==> src/phy_mmd_pkg.sv <==
// constants for the indirect mmd configuration register bank
package phy_mmd_pkg;
  // ==========================================================
  // portal registers on the management register space
  localparam logic [4:0]  PORTAL_CTRL_REG = 5'h0D;
  localparam logic [4:0]  PORTAL_DATA_REG = 5'h0E;
  localparam int          CTRL_OP_MSB     = 15;
  localparam int          CTRL_OP_LSB     = 14;
  localparam int          CTRL_DEV_MSB    = 4;
  localparam logic [15:0] CTRL_RESET      = 16'h0000;
  localparam logic [15:0] ALL_WRITABLE    = 16'hFFFF;
  localparam logic [15:0] ADDR_STEP       = 16'h0001;
  localparam logic [15:0] READ_NONE       = 16'h0000;

  // ==========================================================
  // portal operation codes
  localparam logic [1:0]  OP_REGISTER     = 2'h0;
  localparam logic [1:0]  OP_DATA_NOINC   = 2'h1;
  localparam logic [1:0]  OP_DATA_INC_RW  = 2'h2;
  localparam logic [1:0]  OP_DATA_INC_WR  = 2'h3;

  // ==========================================================
  // mmd device and register addresses
  localparam logic [4:0]  DEV_AUTONEG     = 5'h00;
  localparam logic [4:0]  DEV_PMA         = 5'h01;
  localparam logic [4:0]  DEV_COMMON      = 5'h02;
  localparam logic [15:0] FLP_LOW_ADDR    = 16'h0003;
  localparam logic [15:0] FLP_HIGH_ADDR   = 16'h0004;
  localparam logic [15:0] LINK_UP_ADDR    = 16'h005A;
  localparam logic [15:0] COMMON_ADDR     = 16'h0000;

  // ==========================================================
  // reset values, write masks and fields
  localparam logic [15:0] FLP_LOW_RESET   = 16'h4000;
  localparam logic [15:0] FLP_LOW_16MS    = 16'h1A80;
  localparam logic [15:0] FLP_HIGH_RESET  = 16'h0003;
  localparam logic [15:0] FLP_HIGH_16MS   = 16'h0006;
  localparam logic [15:0] LINK_UP_RESET   = 16'h0108; // bits 8:4 = 1_0000, bits 3:1 = 100, bit 0 = 0
  localparam logic [15:0] LINK_UP_WMASK   = 16'h01FF;
  localparam logic [15:0] COMMON_RESET    = 16'h0000;
  localparam logic [15:0] COMMON_WMASK    = 16'hFFE7;
  localparam int          LINK_TIME_MSB   = 3;
  localparam int          LINK_TIME_LSB   = 1;
  localparam int          LINK_RO_MSB     = 15;
  localparam int          LINK_RO_LSB     = 9;
  localparam int          OVERRIDE_BIT    = 4;
  localparam int          STYLE_BIT       = 3;
endpackage

==> src/mmd_reg16.sv <==
// one masked read-write configuration register with a reset value
`timescale 1ns/1ps
module mmd_reg16 #(
  parameter int          WIDTH     = 16,
  parameter logic [15:0] RESET_VAL = 16'h0000,
  parameter logic [15:0] WMASK     = 16'hFFFF
) (
  input  wire logic             mclk_in,
  input  wire logic             rst_n_in,
  input  wire logic             ce_in,
  input  wire logic             we_in,
  input  wire logic [WIDTH-1:0] wdata_in,
  output logic      [WIDTH-1:0] q_out
);
  // elaboration check: the masks and reset values are 16 bits wide
  if (WIDTH != 16) begin : g_bad_width
    $error("mmd_reg16 supports 16-bit registers only");
  end

  // masked bits keep their reset value, so read-only fields stay constant
  wire [WIDTH-1:0] next_q = (q_out & ~WMASK) | (wdata_in & WMASK);

  always_ff @(posedge mclk_in or negedge rst_n_in) begin
    if (!rst_n_in) begin
      q_out <= RESET_VAL;
    end else if (ce_in && we_in) begin
      q_out <= next_q;
    end
  end
endmodule

==> src/phy_mmd_config.sv <==
// mmd portal and indirect configuration register bank
`timescale 1ns/1ps
module phy_mmd_config #(
  parameter int DATA_W = 16
) (
  input  wire logic              mclk_in,
  input  wire logic              rst_n_in,
  input  wire logic              ce_in,
  input  wire logic [4:0]        mgmt_addr_in,
  input  wire logic              mgmt_wr_in,
  input  wire logic              mgmt_rd_in,
  input  wire logic [DATA_W-1:0] mgmt_wdata_in,
  input  wire logic              indicator_style_strap_in,
  output logic      [DATA_W-1:0] mgmt_rdata_out,
  output logic                   mgmt_rvalid_out,
  output logic      [DATA_W-1:0] flp_low_out,
  output logic      [DATA_W-1:0] flp_high_out,
  output logic      [2:0]        link_up_time_out,
  output logic                   indicator_style_out
);
  // elaboration check: the portal and every indirect register are 16 bits
  if (DATA_W != 16) begin : g_bad_width
    $error("phy_mmd_config needs 16-bit management data");
  end

  // ==========================================================
  // portal decode
  logic [15:0] portal_ctrl;
  logic [15:0] mmd_addr;
  logic [15:0] link_up_q;
  logic [15:0] common_q;
  logic        strap_taken;

  wire [1:0]  op        = portal_ctrl[phy_mmd_pkg::CTRL_OP_MSB:phy_mmd_pkg::CTRL_OP_LSB];
  wire [4:0]  dev       = portal_ctrl[phy_mmd_pkg::CTRL_DEV_MSB:0];
  wire        data_mode = (op != phy_mmd_pkg::OP_REGISTER);
  wire        wr_ctrl   = ce_in && mgmt_wr_in && (mgmt_addr_in == phy_mmd_pkg::PORTAL_CTRL_REG);
  wire        wr_data   = ce_in && mgmt_wr_in && (mgmt_addr_in == phy_mmd_pkg::PORTAL_DATA_REG);
  wire        rd_any    = ce_in && mgmt_rd_in;
  wire        rd_data   = rd_any && (mgmt_addr_in == phy_mmd_pkg::PORTAL_DATA_REG);
  wire        mmd_wr    = wr_data && data_mode;
  wire        mmd_rd    = rd_data && data_mode;

  // which indirect register the portal points at
  wire sel_flp_lo = (dev == phy_mmd_pkg::DEV_AUTONEG) && (mmd_addr == phy_mmd_pkg::FLP_LOW_ADDR);
  wire sel_flp_hi = (dev == phy_mmd_pkg::DEV_AUTONEG) && (mmd_addr == phy_mmd_pkg::FLP_HIGH_ADDR);
  wire sel_link   = (dev == phy_mmd_pkg::DEV_PMA) && (mmd_addr == phy_mmd_pkg::LINK_UP_ADDR);
  wire sel_common = (dev == phy_mmd_pkg::DEV_COMMON) && (mmd_addr == phy_mmd_pkg::COMMON_ADDR);

  // post increment per operation code
  wire inc_rw   = (op == phy_mmd_pkg::OP_DATA_INC_RW) && (mmd_wr || mmd_rd);
  wire inc_wr   = (op == phy_mmd_pkg::OP_DATA_INC_WR) && mmd_wr;
  wire addr_set = wr_data && !data_mode;
  wire [15:0] next_mmd_addr = addr_set ? mgmt_wdata_in
                            : (inc_rw || inc_wr) ? mmd_addr + phy_mmd_pkg::ADDR_STEP
                            : mmd_addr;

  // ==========================================================
  // read path; override bit always reads back zero
  wire [15:0] common_view = {common_q[15:phy_mmd_pkg::OVERRIDE_BIT+1], 1'b0,
                             indicator_style_out, common_q[phy_mmd_pkg::STYLE_BIT-1:0]};
  wire [15:0] mmd_view = sel_flp_lo ? flp_low_out
                       : sel_flp_hi ? flp_high_out
                       : sel_link   ? link_up_q
                       : sel_common ? common_view
                       : phy_mmd_pkg::READ_NONE; // unmapped indirect registers read zero
  wire [15:0] next_rdata = (mgmt_addr_in == phy_mmd_pkg::PORTAL_CTRL_REG) ? portal_ctrl
                         : (mgmt_addr_in == phy_mmd_pkg::PORTAL_DATA_REG)
                           ? (data_mode ? mmd_view : mmd_addr)
                           : phy_mmd_pkg::READ_NONE;

  // ==========================================================
  // register instances
  mmd_reg16 #(.WIDTH(16), .RESET_VAL(phy_mmd_pkg::CTRL_RESET), .WMASK(phy_mmd_pkg::ALL_WRITABLE)) u_ctrl (
    .mclk_in  (mclk_in),
    .rst_n_in (rst_n_in),
    .ce_in    (ce_in),
    .we_in    (wr_ctrl),
    .wdata_in (mgmt_wdata_in),
    .q_out    (portal_ctrl)
  );

  mmd_reg16 #(.WIDTH(16), .RESET_VAL(phy_mmd_pkg::FLP_LOW_RESET), .WMASK(phy_mmd_pkg::ALL_WRITABLE)) u_flp_lo (
    .mclk_in  (mclk_in),
    .rst_n_in (rst_n_in),
    .ce_in    (ce_in),
    .we_in    (mmd_wr && sel_flp_lo),
    .wdata_in (mgmt_wdata_in),
    .q_out    (flp_low_out)
  );

  mmd_reg16 #(.WIDTH(16), .RESET_VAL(phy_mmd_pkg::FLP_HIGH_RESET), .WMASK(phy_mmd_pkg::ALL_WRITABLE)) u_flp_hi (
    .mclk_in  (mclk_in),
    .rst_n_in (rst_n_in),
    .ce_in    (ce_in),
    .we_in    (mmd_wr && sel_flp_hi),
    .wdata_in (mgmt_wdata_in),
    .q_out    (flp_high_out)
  );

  // upper bits masked so they stay zero
  mmd_reg16 #(.WIDTH(16), .RESET_VAL(phy_mmd_pkg::LINK_UP_RESET), .WMASK(phy_mmd_pkg::LINK_UP_WMASK)) u_link (
    .mclk_in  (mclk_in),
    .rst_n_in (rst_n_in),
    .ce_in    (ce_in),
    .we_in    (mmd_wr && sel_link),
    .wdata_in (mgmt_wdata_in),
    .q_out    (link_up_q)
  );

  // style bits live outside this register, hence masked off
  mmd_reg16 #(.WIDTH(16), .RESET_VAL(phy_mmd_pkg::COMMON_RESET), .WMASK(phy_mmd_pkg::COMMON_WMASK)) u_common (
    .mclk_in  (mclk_in),
    .rst_n_in (rst_n_in),
    .ce_in    (ce_in),
    .we_in    (mmd_wr && sel_common),
    .wdata_in (mgmt_wdata_in),
    .q_out    (common_q)
  );

  // ==========================================================
  // portal address, strap capture, read answer
  // strap is caught after release, never loaded asynchronously
  always_ff @(posedge mclk_in or negedge rst_n_in) begin
    if (!rst_n_in) begin
      mmd_addr            <= phy_mmd_pkg::READ_NONE;
      strap_taken         <= 1'b0;
      indicator_style_out <= 1'b0;
      mgmt_rdata_out      <= phy_mmd_pkg::READ_NONE;
      mgmt_rvalid_out     <= 1'b0;
      link_up_time_out    <= phy_mmd_pkg::LINK_UP_RESET[phy_mmd_pkg::LINK_TIME_MSB:phy_mmd_pkg::LINK_TIME_LSB];
    end else if (ce_in) begin
      mmd_addr         <= next_mmd_addr;
      strap_taken      <= 1'b1;
      mgmt_rvalid_out  <= mgmt_rd_in;
      link_up_time_out <= (mmd_wr && sel_link)
                          ? mgmt_wdata_in[phy_mmd_pkg::LINK_TIME_MSB:phy_mmd_pkg::LINK_TIME_LSB]
                          : link_up_q[phy_mmd_pkg::LINK_TIME_MSB:phy_mmd_pkg::LINK_TIME_LSB];
      if (mgmt_rd_in) begin
        mgmt_rdata_out <= next_rdata;
      end
      if (mmd_wr && sel_common) begin
        indicator_style_out <= mgmt_wdata_in[phy_mmd_pkg::OVERRIDE_BIT];
      end else if (!strap_taken) begin
        indicator_style_out <= indicator_style_strap_in;
      end
    end
  end

  // ==========================================================
  // checks
  a_flp_low_reset: assert property (@(posedge mclk_in) disable iff (!rst_n_in)
    $rose(strap_taken) |-> $past(flp_low_out) == phy_mmd_pkg::FLP_LOW_RESET)
    else $error("flp low word not at reset value");
  a_flp_high_write: assert property (@(posedge mclk_in) disable iff (!rst_n_in)
    (mmd_wr && sel_flp_hi) |=> flp_high_out == $past(mgmt_wdata_in))
    else $error("flp high word did not take write");
  a_link_ro_bits: assert property (@(posedge mclk_in) disable iff (!rst_n_in)
    mmd_wr && sel_link |=> link_up_q[15:9] == 7'h00 && link_up_q[8:0] == $past(mgmt_wdata_in[8:0]))
    else $error("link-up register write handled wrongly");
  a_link_reset_val: assert property (@(posedge mclk_in) disable iff (!rst_n_in)
    $rose(strap_taken) |-> $past(link_up_q) == phy_mmd_pkg::LINK_UP_RESET
      && link_up_time_out == phy_mmd_pkg::LINK_UP_RESET[phy_mmd_pkg::LINK_TIME_MSB:phy_mmd_pkg::LINK_TIME_LSB])
    else $error("link-up register reset value wrong");
  a_override_reads_zero: assert property (@(posedge mclk_in) disable iff (!rst_n_in)
    (mmd_rd && sel_common) |=> mgmt_rvalid_out && !mgmt_rdata_out[4] && mgmt_rdata_out[3] == $past(indicator_style_out))
    else $error("common control override bit read back nonzero");
  a_style_follows: assert property (@(posedge mclk_in) disable iff (!rst_n_in)
    (mmd_wr && sel_common) |=> indicator_style_out == $past(mgmt_wdata_in[phy_mmd_pkg::OVERRIDE_BIT]))
    else $error("indicator style not updated by override write");
  a_portal_addr_set: assert property (@(posedge mclk_in) disable iff (!rst_n_in)
    addr_set |=> mmd_addr == $past(mgmt_wdata_in))
    else $error("portal register address not loaded");
  a_post_increment: assert property (@(posedge mclk_in) disable iff (!rst_n_in)
    (ce_in && data_mode && !addr_set) |=> mmd_addr == $past(mmd_addr) +
      (($past(op) == 2'h2 && ($past(mmd_wr) || $past(mmd_rd))) || ($past(op) == 2'h3 && $past(mmd_wr)) ? 16'h0001 : 16'h0000))
    else $error("portal post increment wrong");

  // ==========================================================
  // further checks on reset values, flp low writes, the link-up time field and strap capture
  // reset value of the high word, seen on the strap capture edge
  a_flp_high_reset: assert property (@(posedge mclk_in) disable iff (!rst_n_in)
    $rose(strap_taken) |-> $past(flp_high_out) == phy_mmd_pkg::FLP_HIGH_RESET)
    else $error("flp high word not at reset value");
  a_flp_low_write: assert property (@(posedge mclk_in) disable iff (!rst_n_in)
    (mmd_wr && sel_flp_lo) |=> flp_low_out == $past(mgmt_wdata_in))
    else $error("flp low word did not take write");
  // the field output must never drift from the stored register bits
  a_link_time_match: assert property (@(posedge mclk_in) disable iff (!rst_n_in)
    link_up_time_out == link_up_q[phy_mmd_pkg::LINK_TIME_MSB:phy_mmd_pkg::LINK_TIME_LSB])
    else $error("link-up time output differs from register");
  // strap level lands unless an override write hits the same edge
  a_style_from_strap: assert property (@(posedge mclk_in) disable iff (!rst_n_in)
    $rose(strap_taken) && !$past(mmd_wr && sel_common) |-> indicator_style_out == $past(indicator_style_strap_in))
    else $error("indicator style not taken from strap");
  a_style_holds: assert property (@(posedge mclk_in) disable iff (!rst_n_in)
    (strap_taken && !(mmd_wr && sel_common)) |=> $stable(indicator_style_out))
    else $error("indicator style changed without override write");

  // ==========================================================
  // portal read answers and address handling
  a_rvalid_pulse: assert property (@(posedge mclk_in) disable iff (!rst_n_in)
    ce_in |=> mgmt_rvalid_out == $past(mgmt_rd_in))
    else $error("read valid not one edge after read strobe");
  a_rdata_holds: assert property (@(posedge mclk_in) disable iff (!rst_n_in)
    !(ce_in && mgmt_rd_in) |=> $stable(mgmt_rdata_out))
    else $error("read data changed without a read");
  a_regmode_read: assert property (@(posedge mclk_in) disable iff (!rst_n_in)
    (rd_data && !data_mode) |=> mgmt_rdata_out == $past(mmd_addr))
    else $error("register mode read did not return the address");
  a_unmapped_zero: assert property (@(posedge mclk_in) disable iff (!rst_n_in)
    (mmd_rd && !(sel_flp_lo || sel_flp_hi || sel_link || sel_common)) |=> mgmt_rdata_out == phy_mmd_pkg::READ_NONE)
    else $error("unmapped indirect register read nonzero");
  a_noinc_holds: assert property (@(posedge mclk_in) disable iff (!rst_n_in)
    (ce_in && op == phy_mmd_pkg::OP_DATA_NOINC && !wr_ctrl) |=> $stable(mmd_addr))
    else $error("address moved in no-increment mode");
  a_incwr_read_holds: assert property (@(posedge mclk_in) disable iff (!rst_n_in)
    (mmd_rd && !mmd_wr && op == phy_mmd_pkg::OP_DATA_INC_WR) |=> $stable(mmd_addr))
    else $error("address moved on a read in write-increment mode");
  // a low enable must freeze both flp words, the portal address and the read valid
  a_ce_freeze: assert property (@(posedge mclk_in) disable iff (!rst_n_in)
    !ce_in |=> $stable(flp_low_out) && $stable(flp_high_out) && $stable(mmd_addr) && $stable(mgmt_rvalid_out))
    else $error("state changed while clock enable low");
endmodule

==> config.mk <==
export PLATFORM = sky130hd
export DESIGN_NAME = phy_mmd_config
export DESIGN_NICKNAME = d
export VERILOG_FILES = /design/src/phy_mmd_pkg.sv /design/src/mmd_reg16.sv /design/src/phy_mmd_config.sv
export SDC_FILE = /design/constraint.sdc
export NUM_CORES = 1
export LEC_CHECK = 0
export ABC_CLOCK_PERIOD_IN_PS = 3000
export BUFFER_PORTS_ARGS = -buffer_cell sky130_fd_sc_hd__buf_2
export CORE_ASPECT_RATIO = 1.75
export CORE_MARGIN = 1.5
export CORE_UTILIZATION = 42
export CTS_CLUSTER_SIZE = 8
export DETAILED_ROUTE_END_ITERATION = 10
export MAX_ROUTING_LAYER = met4
export PLACE_DENSITY = 0.71
export SYNTH_ARGS = -nofsm -noshare
export SYNTH_HDL_FRONTEND = slang
export SYNTH_SLANG_ARGS = --single-unit
==> constraint.sdc <==
create_clock -name mclk_in -period 3 [get_ports mclk_in]
set_input_delay 0.3 -clock mclk_in [delete_from_list [all_inputs] [get_ports mclk_in]]
set_output_delay 0.3 -clock mclk_in [all_outputs]
set_load 0.01 [all_outputs]
==> results of run 1 <==
[metal layers]
metal / vias up / track usage / routed length (µm)
met4: 0 / 0.134 / 760
met3: 55 / 0.0313 / 772
met1: 2439 / 0.289 / 6460
li1: 2141 / - / -
met5: - / - / 0
met2: 188 / 0.446 / 9260
[layout by cell type, fill, tap and decap left out, drive strengths merged, types with 7 or more instances in the layout]
cell / Yosys / final
buf: 7 / 109
nor2: 38 / 38
inv: 5 / 8
nand3: 11 / 11
a221o: 11 / 11
and3: 8 / 8
nor4: 10 / 10
a21oi: 21 / 21
o22ai: 8 / 8
and2: 15 / 15
a221oi: 7 / 7
nand2: 49 / 49
a22oi: 8 / 8
a31oi: 13 / 13
mux2: 64 / 64
o21ai: 21 / 21
nor3: 16 / 16
dfrtp: 103 / 103
clkbuf: 32 / 9
[path summary, 6_finish.rpt]
check	slack, ns	end
max in group asynchronous	1.78	u_flp_lo.q_out[14]
worst min-delay path	0.20	u_link.q_out[3]
min in group asynchronous	0.48	u_flp_lo.q_out[1]
worst max register to register	0.25	mgmt_rdata_out[0]
worst max-delay path	0.25	mgmt_rdata_out[0]
worst min register to register	0.47	u_link.q_out[8]
[stage by stage]
step / utilization / power [mW]
finish: 0.508 / 3.16
global route: 0.508 / 3.27
CTS: 0.508 / 3.16
detailed placement: 0.485 / 2.03
global placement: 0.485 / 2.02
floorplan: - / 1.83
[power groups by stage]
stage / Combinational (mW) / Clock [mW] / Sequential, mW
detailed placement: 0.393 / 0 / 1.63
CTS: 0.396 / 1.16 / 1.61
finish: 0.397 / 1.15 / 1.61
global route: 0.432 / 1.23 / 1.62
floorplan: 0.207 / 0 / 1.62
global placement: 0.385 / 0 / 1.63
[registers in the layout, indices dropped and copies added (netlist names), 3 cells and up]
signal,count
link_up_time_out,3
mgmt_rdata_out,16
mmd_addr,16
u_common.q_out,14
u_ctrl.q_out,16
u_flp_hi.q_out,16
u_flp_lo.q_out,16
u_link.q_out,9
[layout make-up]
type                            count  area share
Clock buffer                        9      0.0343
Clock inverter                      7     0.00876
Inverter                            5     0.00286
Multi-Input combinational cell    377       0.405
Sequential cell                   109       0.416
Tap cell                          171      0.0326
Timing Repair Buffer              110       0.100
[timing repair]
action                                 4_1_cts  5_1_grt
endpoints found under the hold margin       39        0
setup buffers                                0        0
hold buffers                                 1        0
[logic make-up (layout without fill, tap and decap cells)]
group / after synthesis / count (layout) / synth area share
AOI/OAI and AO/OA: 131 / 131 / 0.166
adders and majority gates: 3 / 3 / 0.00673
buffers and inverters: 44 / 131 / 0.0343
DFF: 109 / 109 / 0.490
muxes: 65 / 65 / 0.131
and+or+nand+nor: 178 / 178 / 0.171
[worst max-delay path: stages, from the launching register on]
cell      delay [ns]
dfrtp_1         0.46
or4_4           0.59
or3_4           0.37
nor3_2          0.57
buf_4           0.30
a221oi_1        0.10
o31ai_1         0.25
==> flow_summary_export.csv, run 1 <==
group,metric,value,unit
clocking,cts_root_buf,"clkbuf_16",
clocking,cts_tree,"done",
logic_synthesis,ys_top_cells_by_count,"103 x dfrtp_1, 63 x mux2_2, 48 x nand2_1, 36 x nor2_1, 32 x clkbuf_1",
sta,worstMarginPinSlew,0.902,ns
final_layout,multi_input_area,2660,µm²
logic_synthesis,postSynth.asyncResetShare,1.00,
min_path,hp-start,"mgmt_wdata_in[3]",
floorplan,ios,80,
sta,fin_skew,0.0109,ns
clocking,clk_path_buf_depth,2,
place,place_inst,771,
sta,finalCritPeriodShare,0.918,
sta,hold_violations,0,
pwr,pwr-share-seq,0.509,
status,outcome,"finished clean",
sta,relSlewSlack,0.393,
final_layout,postLayoutCellArea,6570,µm²
floorplan,die_w,90.1,µm
logic_synthesis,synth.largest_area_cell,"dfrtp_1",
logic_synthesis,ys_ff_latch,109,
critical_path,timing.rr.start,"u_ctrl.q_out[0]",
critical_path,critPathLaunchType,"register",
route,wire_per_inst,21.9,µm
logic_synthesis,syn_inst,530,
clocking,insertion_delay,0.36,ns
logic_synthesis,synthesis.area,5580,µm²
route,vias,4823,
pwr,ir_drop,0.276,mV
logic_synthesis,yosysWarnings,0,
sta,holdWs,0.196,ns
place,placed_cell_area,6280,µm²
final_layout,final_nets,642,
logic_synthesis,synth_ff_type,"dfrtp_1",
floorplan,core-area,12900,µm²
pwr,p_int,2.27,mW
critical_path,startpoint,"u_ctrl.q_out[0]",
logic_synthesis,syn_nets,560,
sta,setup_viol,0,
sta,grt_setup_unrepaired,"no",
route,drt_iter0_drc,394,
sta,period_needed,2.75,ns
sta,final.setup.worst_slack,0.247,ns
grt,grt_pass1_wl,26700,µm
place,gp_congestion,0.977,
logic_synthesis,synth-edff-count,0,
place,dp_hpwl,12800,µm
sta,tns,0,ns
clocking,cts_max_level,3,
logic_synthesis,yosysUniqueCellTypes,60,
critical_path,endpoint_kind,"register",
critical_path,required,3.25,ns
final_layout,fillers,1254,
route,wl,17300,µm
grt,grt_max_degree,50,
critical_path,critical_path_arrival,3.01,ns
sta,fmax,0.363,GHz
place,place_ws,0.256,ns
floorplan,initial_core_util,0.431,
final_layout,finalNonFillerCells,788,
grt,antenna_found_initial,0,
clocking,cts_resized,0,
logic_synthesis,synth_area_leaders,"dfrtp_1 46%, mux2_2 13%, nand2_1 3.2%, dfstp_2 2.8%, nor2_1 2.4%",
grt,grt_pass1_vias,4765,
route,firstDrtPassIters,5,
final_layout,areaGrowthSynthToFinish,17.8,%
min_path,hold_depth,3,
grt,grt-ovfl-total,0,
place,io_buffers,79,
pwr,switchingPower,895,µW
min_path,hold_class,"in2reg",
critical_path,worst_r2r_path_depth,6,
floorplan,die_h,155,µm
route,post-route-drc-count,0,
pwr,power_density,481,nW/µm²
pwr,swShare,0.283,
critical_path,path_class,"reg2reg",
clocking,clkTransAtPathRegs,0.08,ns
logic_synthesis,synth.yosys.seq_area_share,0.490,
job,max-cap-violations,0,
floorplan,dieArea,14000,µm²
logic_synthesis,yosysTopAreaCellShare,0.462,
pwr,comb_power_share,0.126,
pwr,power_frac_clock,0.365,
final_layout,layout-drive-gt1-share,0.340,
route,vias_per_cell,6.12,
route,antenna_left,0,
logic_synthesis,avgSynthCellArea,10.5,µm²
floorplan,rows,55,
grt,grt_util_all_layers,0.257,
clocking,numCtsBuffers,9,
pwr,p_leak,3.04,nW
clocking,cts_sinks,109,
final_layout,antennaDiodeCount,0,
final_layout,seq_area,2740,µm²
critical_path,cp_max_fo,9,
logic_synthesis,synth_most_common_cell,"dfrtp_1",
sta,drv_slew,0,
Power figures use the tool's default switching activity.
==> inputs of run 2 (changes only) <==
Settings changed: ABC_AREA set to 1, CORE_UTILIZATION 42 to 51, PLACE_DENSITY 0.71 to 0.81.
==> flow_summary_export.csv, run 2 <==
group,metric,value,unit
status,outcome,"finished clean",
clocking,cts_root_buf,"clkbuf_16",
route,vias,5300,
logic_synthesis,yosysTopAreaCellShare,0.453,
logic_synthesis,ys_ff_latch,109,
logic_synthesis,synth.yosys.seq_area_share,0.480,
job,max-cap-violations,0,
min_path,hp-start,"mgmt_wdata_in[14]",
final_layout,antennaDiodeCount,0,
critical_path,cp_max_fo,32,
logic_synthesis,synth_area_leaders,"dfrtp_1 45%, nand2_1 11%, o21ai_0 5.6%, a21oi_1 4.8%, inv_1 4.4%",
min_path,min_to,"u_common.q_out[14]",
logic_synthesis,yosysUniqueCellTypes,40,
pwr,ir_drop,0.403,mV
sta,setup_viol,0,
floorplan,core-area,10800,µm²
final_layout,most-common-layout-cells,"169 x nand2_1, 103 x dfrtp_1, 78 x buf_2",
sta,grt_setup_unrepaired,"no",
clocking,cts-hold-fix-buffers,1,
route,wl,16200,µm
critical_path,r2r-end,"u_flp_hi.q_out[11]",
grt,antenna_found_initial,0,
clocking,clkTransAtPathRegs,0.08,ns
grt,grt-ovfl-total,0,
floorplan,initial_core_util,0.529,
place,place_inst,894,
logic_synthesis,yosysWarnings,0,
min_path,hold_depth,3,
critical_path,worst_r2r_path_depth,6,
logic_synthesis,syn_inst,709,
pwr,p_leak,3.29,nW
floorplan,die_h,143,µm
floorplan,die_w,82.9,µm
sta,period_needed,2.44,ns
final_layout,areaGrowthSynthToFinish,13.7,%
place,io_buffers,79,
route,drt_iter0_drc,820,
critical_path,critical-path-top-delay-family,"simple AND/OR/NAND/NOR gates",
clocking,cts_setup_buffers,0,
final_layout,finalNonFillerCells,911,
final_layout,layout_commonest_cell,"nand2_1",
route,vias_per_cell,5.82,
place,gp_congestion,0.986,
grt,grt_pass1_wl,26200,µm
critical_path,path_cells,"nor2_1 -> nand3_2 -> nor2_8 -> buf_4 -> nand4_2 -> o21ai_0",
grt,grt_util_all_layers,0.288,
clocking,cts_sinks,109,
grt,grt_pass1_vias,5107,
critical_path,required,3.24,ns
logic_synthesis,syn_nets,739,
grt,grt_max_degree,74,
critical_path,cpPeakStageDelay,0.62,ns
sta,finalCritPeriodShare,0.814,
route,post-route-drc-count,0,
final_layout,final_nets,806,
place,dp_hpwl,12000,µm
logic_synthesis,postSynth.asyncResetShare,1.00,
logic_synthesis,synth_most_common_cell,"nand2_1",
floorplan,dieArea,11800,µm²
critical_path,critPathLaunchType,"register",
logic_synthesis,avgSynthCellArea,8.03,µm²
critical_path,r2r_slack,0.56,ns
logic_synthesis,ys_top_cells_by_count,"169 x nand2_1, 103 x dfrtp_1, 66 x inv_1, 64 x o21ai_0, 55 x a21oi_1",
logic_synthesis,synth-edff-count,0,
sta,fin_skew,0.0122,ns
critical_path,startpoint,"mmd_addr[13]",
logic_synthesis,synth_ff_type,"dfrtp_1",
sta,drv_slew,0,
pwr,power.total,3.27,mW
critical_path,timing.rr.start,"mmd_addr[13]",
pwr,power_density,505,nW/µm²
clocking,clk_path_buf_depth,2,
sta,hold_violations,0,
critical_path,path_class,"reg2reg",
sta,tns,0,ns
floorplan,ios,80,
final_layout,layout-drive-gt1-share,0.196,
critical_path,crit_slowest_cell,"nand4_2",
clocking,cts_tree,"done",
sta,worstMarginPinSlew,0.744,ns
route,antenna_left,0,
critical_path,path_buf_inv,1,
logic_synthesis,synthesis.area,5690,µm²
min_path,hold_class,"in2reg",
critical_path,endpoint_kind,"register",
route,wire_per_inst,17.8,µm
clocking,insertion_delay,0.36,ns
sta,holdWs,0.172,ns
clocking,cts_resized,0,
logic_synthesis,synth.largest_area_cell,"dfrtp_1",
sta,fmax,0.409,GHz
clocking,cts_max_level,3,
floorplan,rows,50,
route,firstDrtPassIters,6,
clocking,numCtsBuffers,9,
sta,relSlewSlack,0.503,
critical_path,critical_path_arrival,2.68,ns
-- run 2: where the power goes --
group	leakage [nW]	total (mW)	switching, mW	internal, mW
registers	1.35	1.59	0.0577	1.54
logic	1.79	0.452	0.310	0.142
clock network	0.137	1.22	0.566	0.656
total	3.29	3.27	0.934	2.33
-- run 2: layout make-up --
cell class / instances / area [µm²]
timing repair buffer: 90 / 495
tap: 130 / 163
multi-input combinational: 495 / 2510
clock buffer: 10 / 229
sequential: 109 / 2740
fill: 975 / 4290
inverter: 71 / 269
clock inverter: 6 / 72.6
-- run 2: tightest hold or removal path, cell delays in order --
cell and delay [ns]:
buf_2 0.09, nand2_1 0.04, o21ai_0 0.06
-- run 2: logic make-up after synthesis --
logic type	count (synthesis)	synth area share
xor gates and xnor gates	3	0.00462
and+or+nand+nor	314	0.260
adders and majority gates	3	0.00659
AOI/OAI and AO/OA	168	0.155
muxes	7	0.0138
buffers and inverters	105	0.0800
DFF	109	0.480
-- run 2: worst max-delay path by stage --
stage,endpoint,cells past startpoint
final,u_flp_hi.q_out[11],6
after global routing,u_flp_hi.q_out[9],6
after global placement,u_common.q_out[1],7
after detailed placement,u_flp_hi.q_out[11],9
after CTS,u_flp_hi.q_out[11],6
after floorplan,u_common.q_out[2],8
-- run 2: stage by stage --
stage	worst slack, ns	cell area (µm²)	util
after detailed placement	0.621	6160	0.573
after global placement	0.673	6160	0.573
after global routing	0.380	6470	0.602
after CTS	0.584	6470	0.602
after floorplan	1.20	5690	-
final	0.558	6470	0.602
-- run 2: metal layers --
metal  wire, µm  GRT usage  vias up
li1           -          -     2477
met1       6560      0.361     2518
met2       7910      0.456      240
met3        963     0.0382       65
met4        820      0.158        0
met5          0          -        -
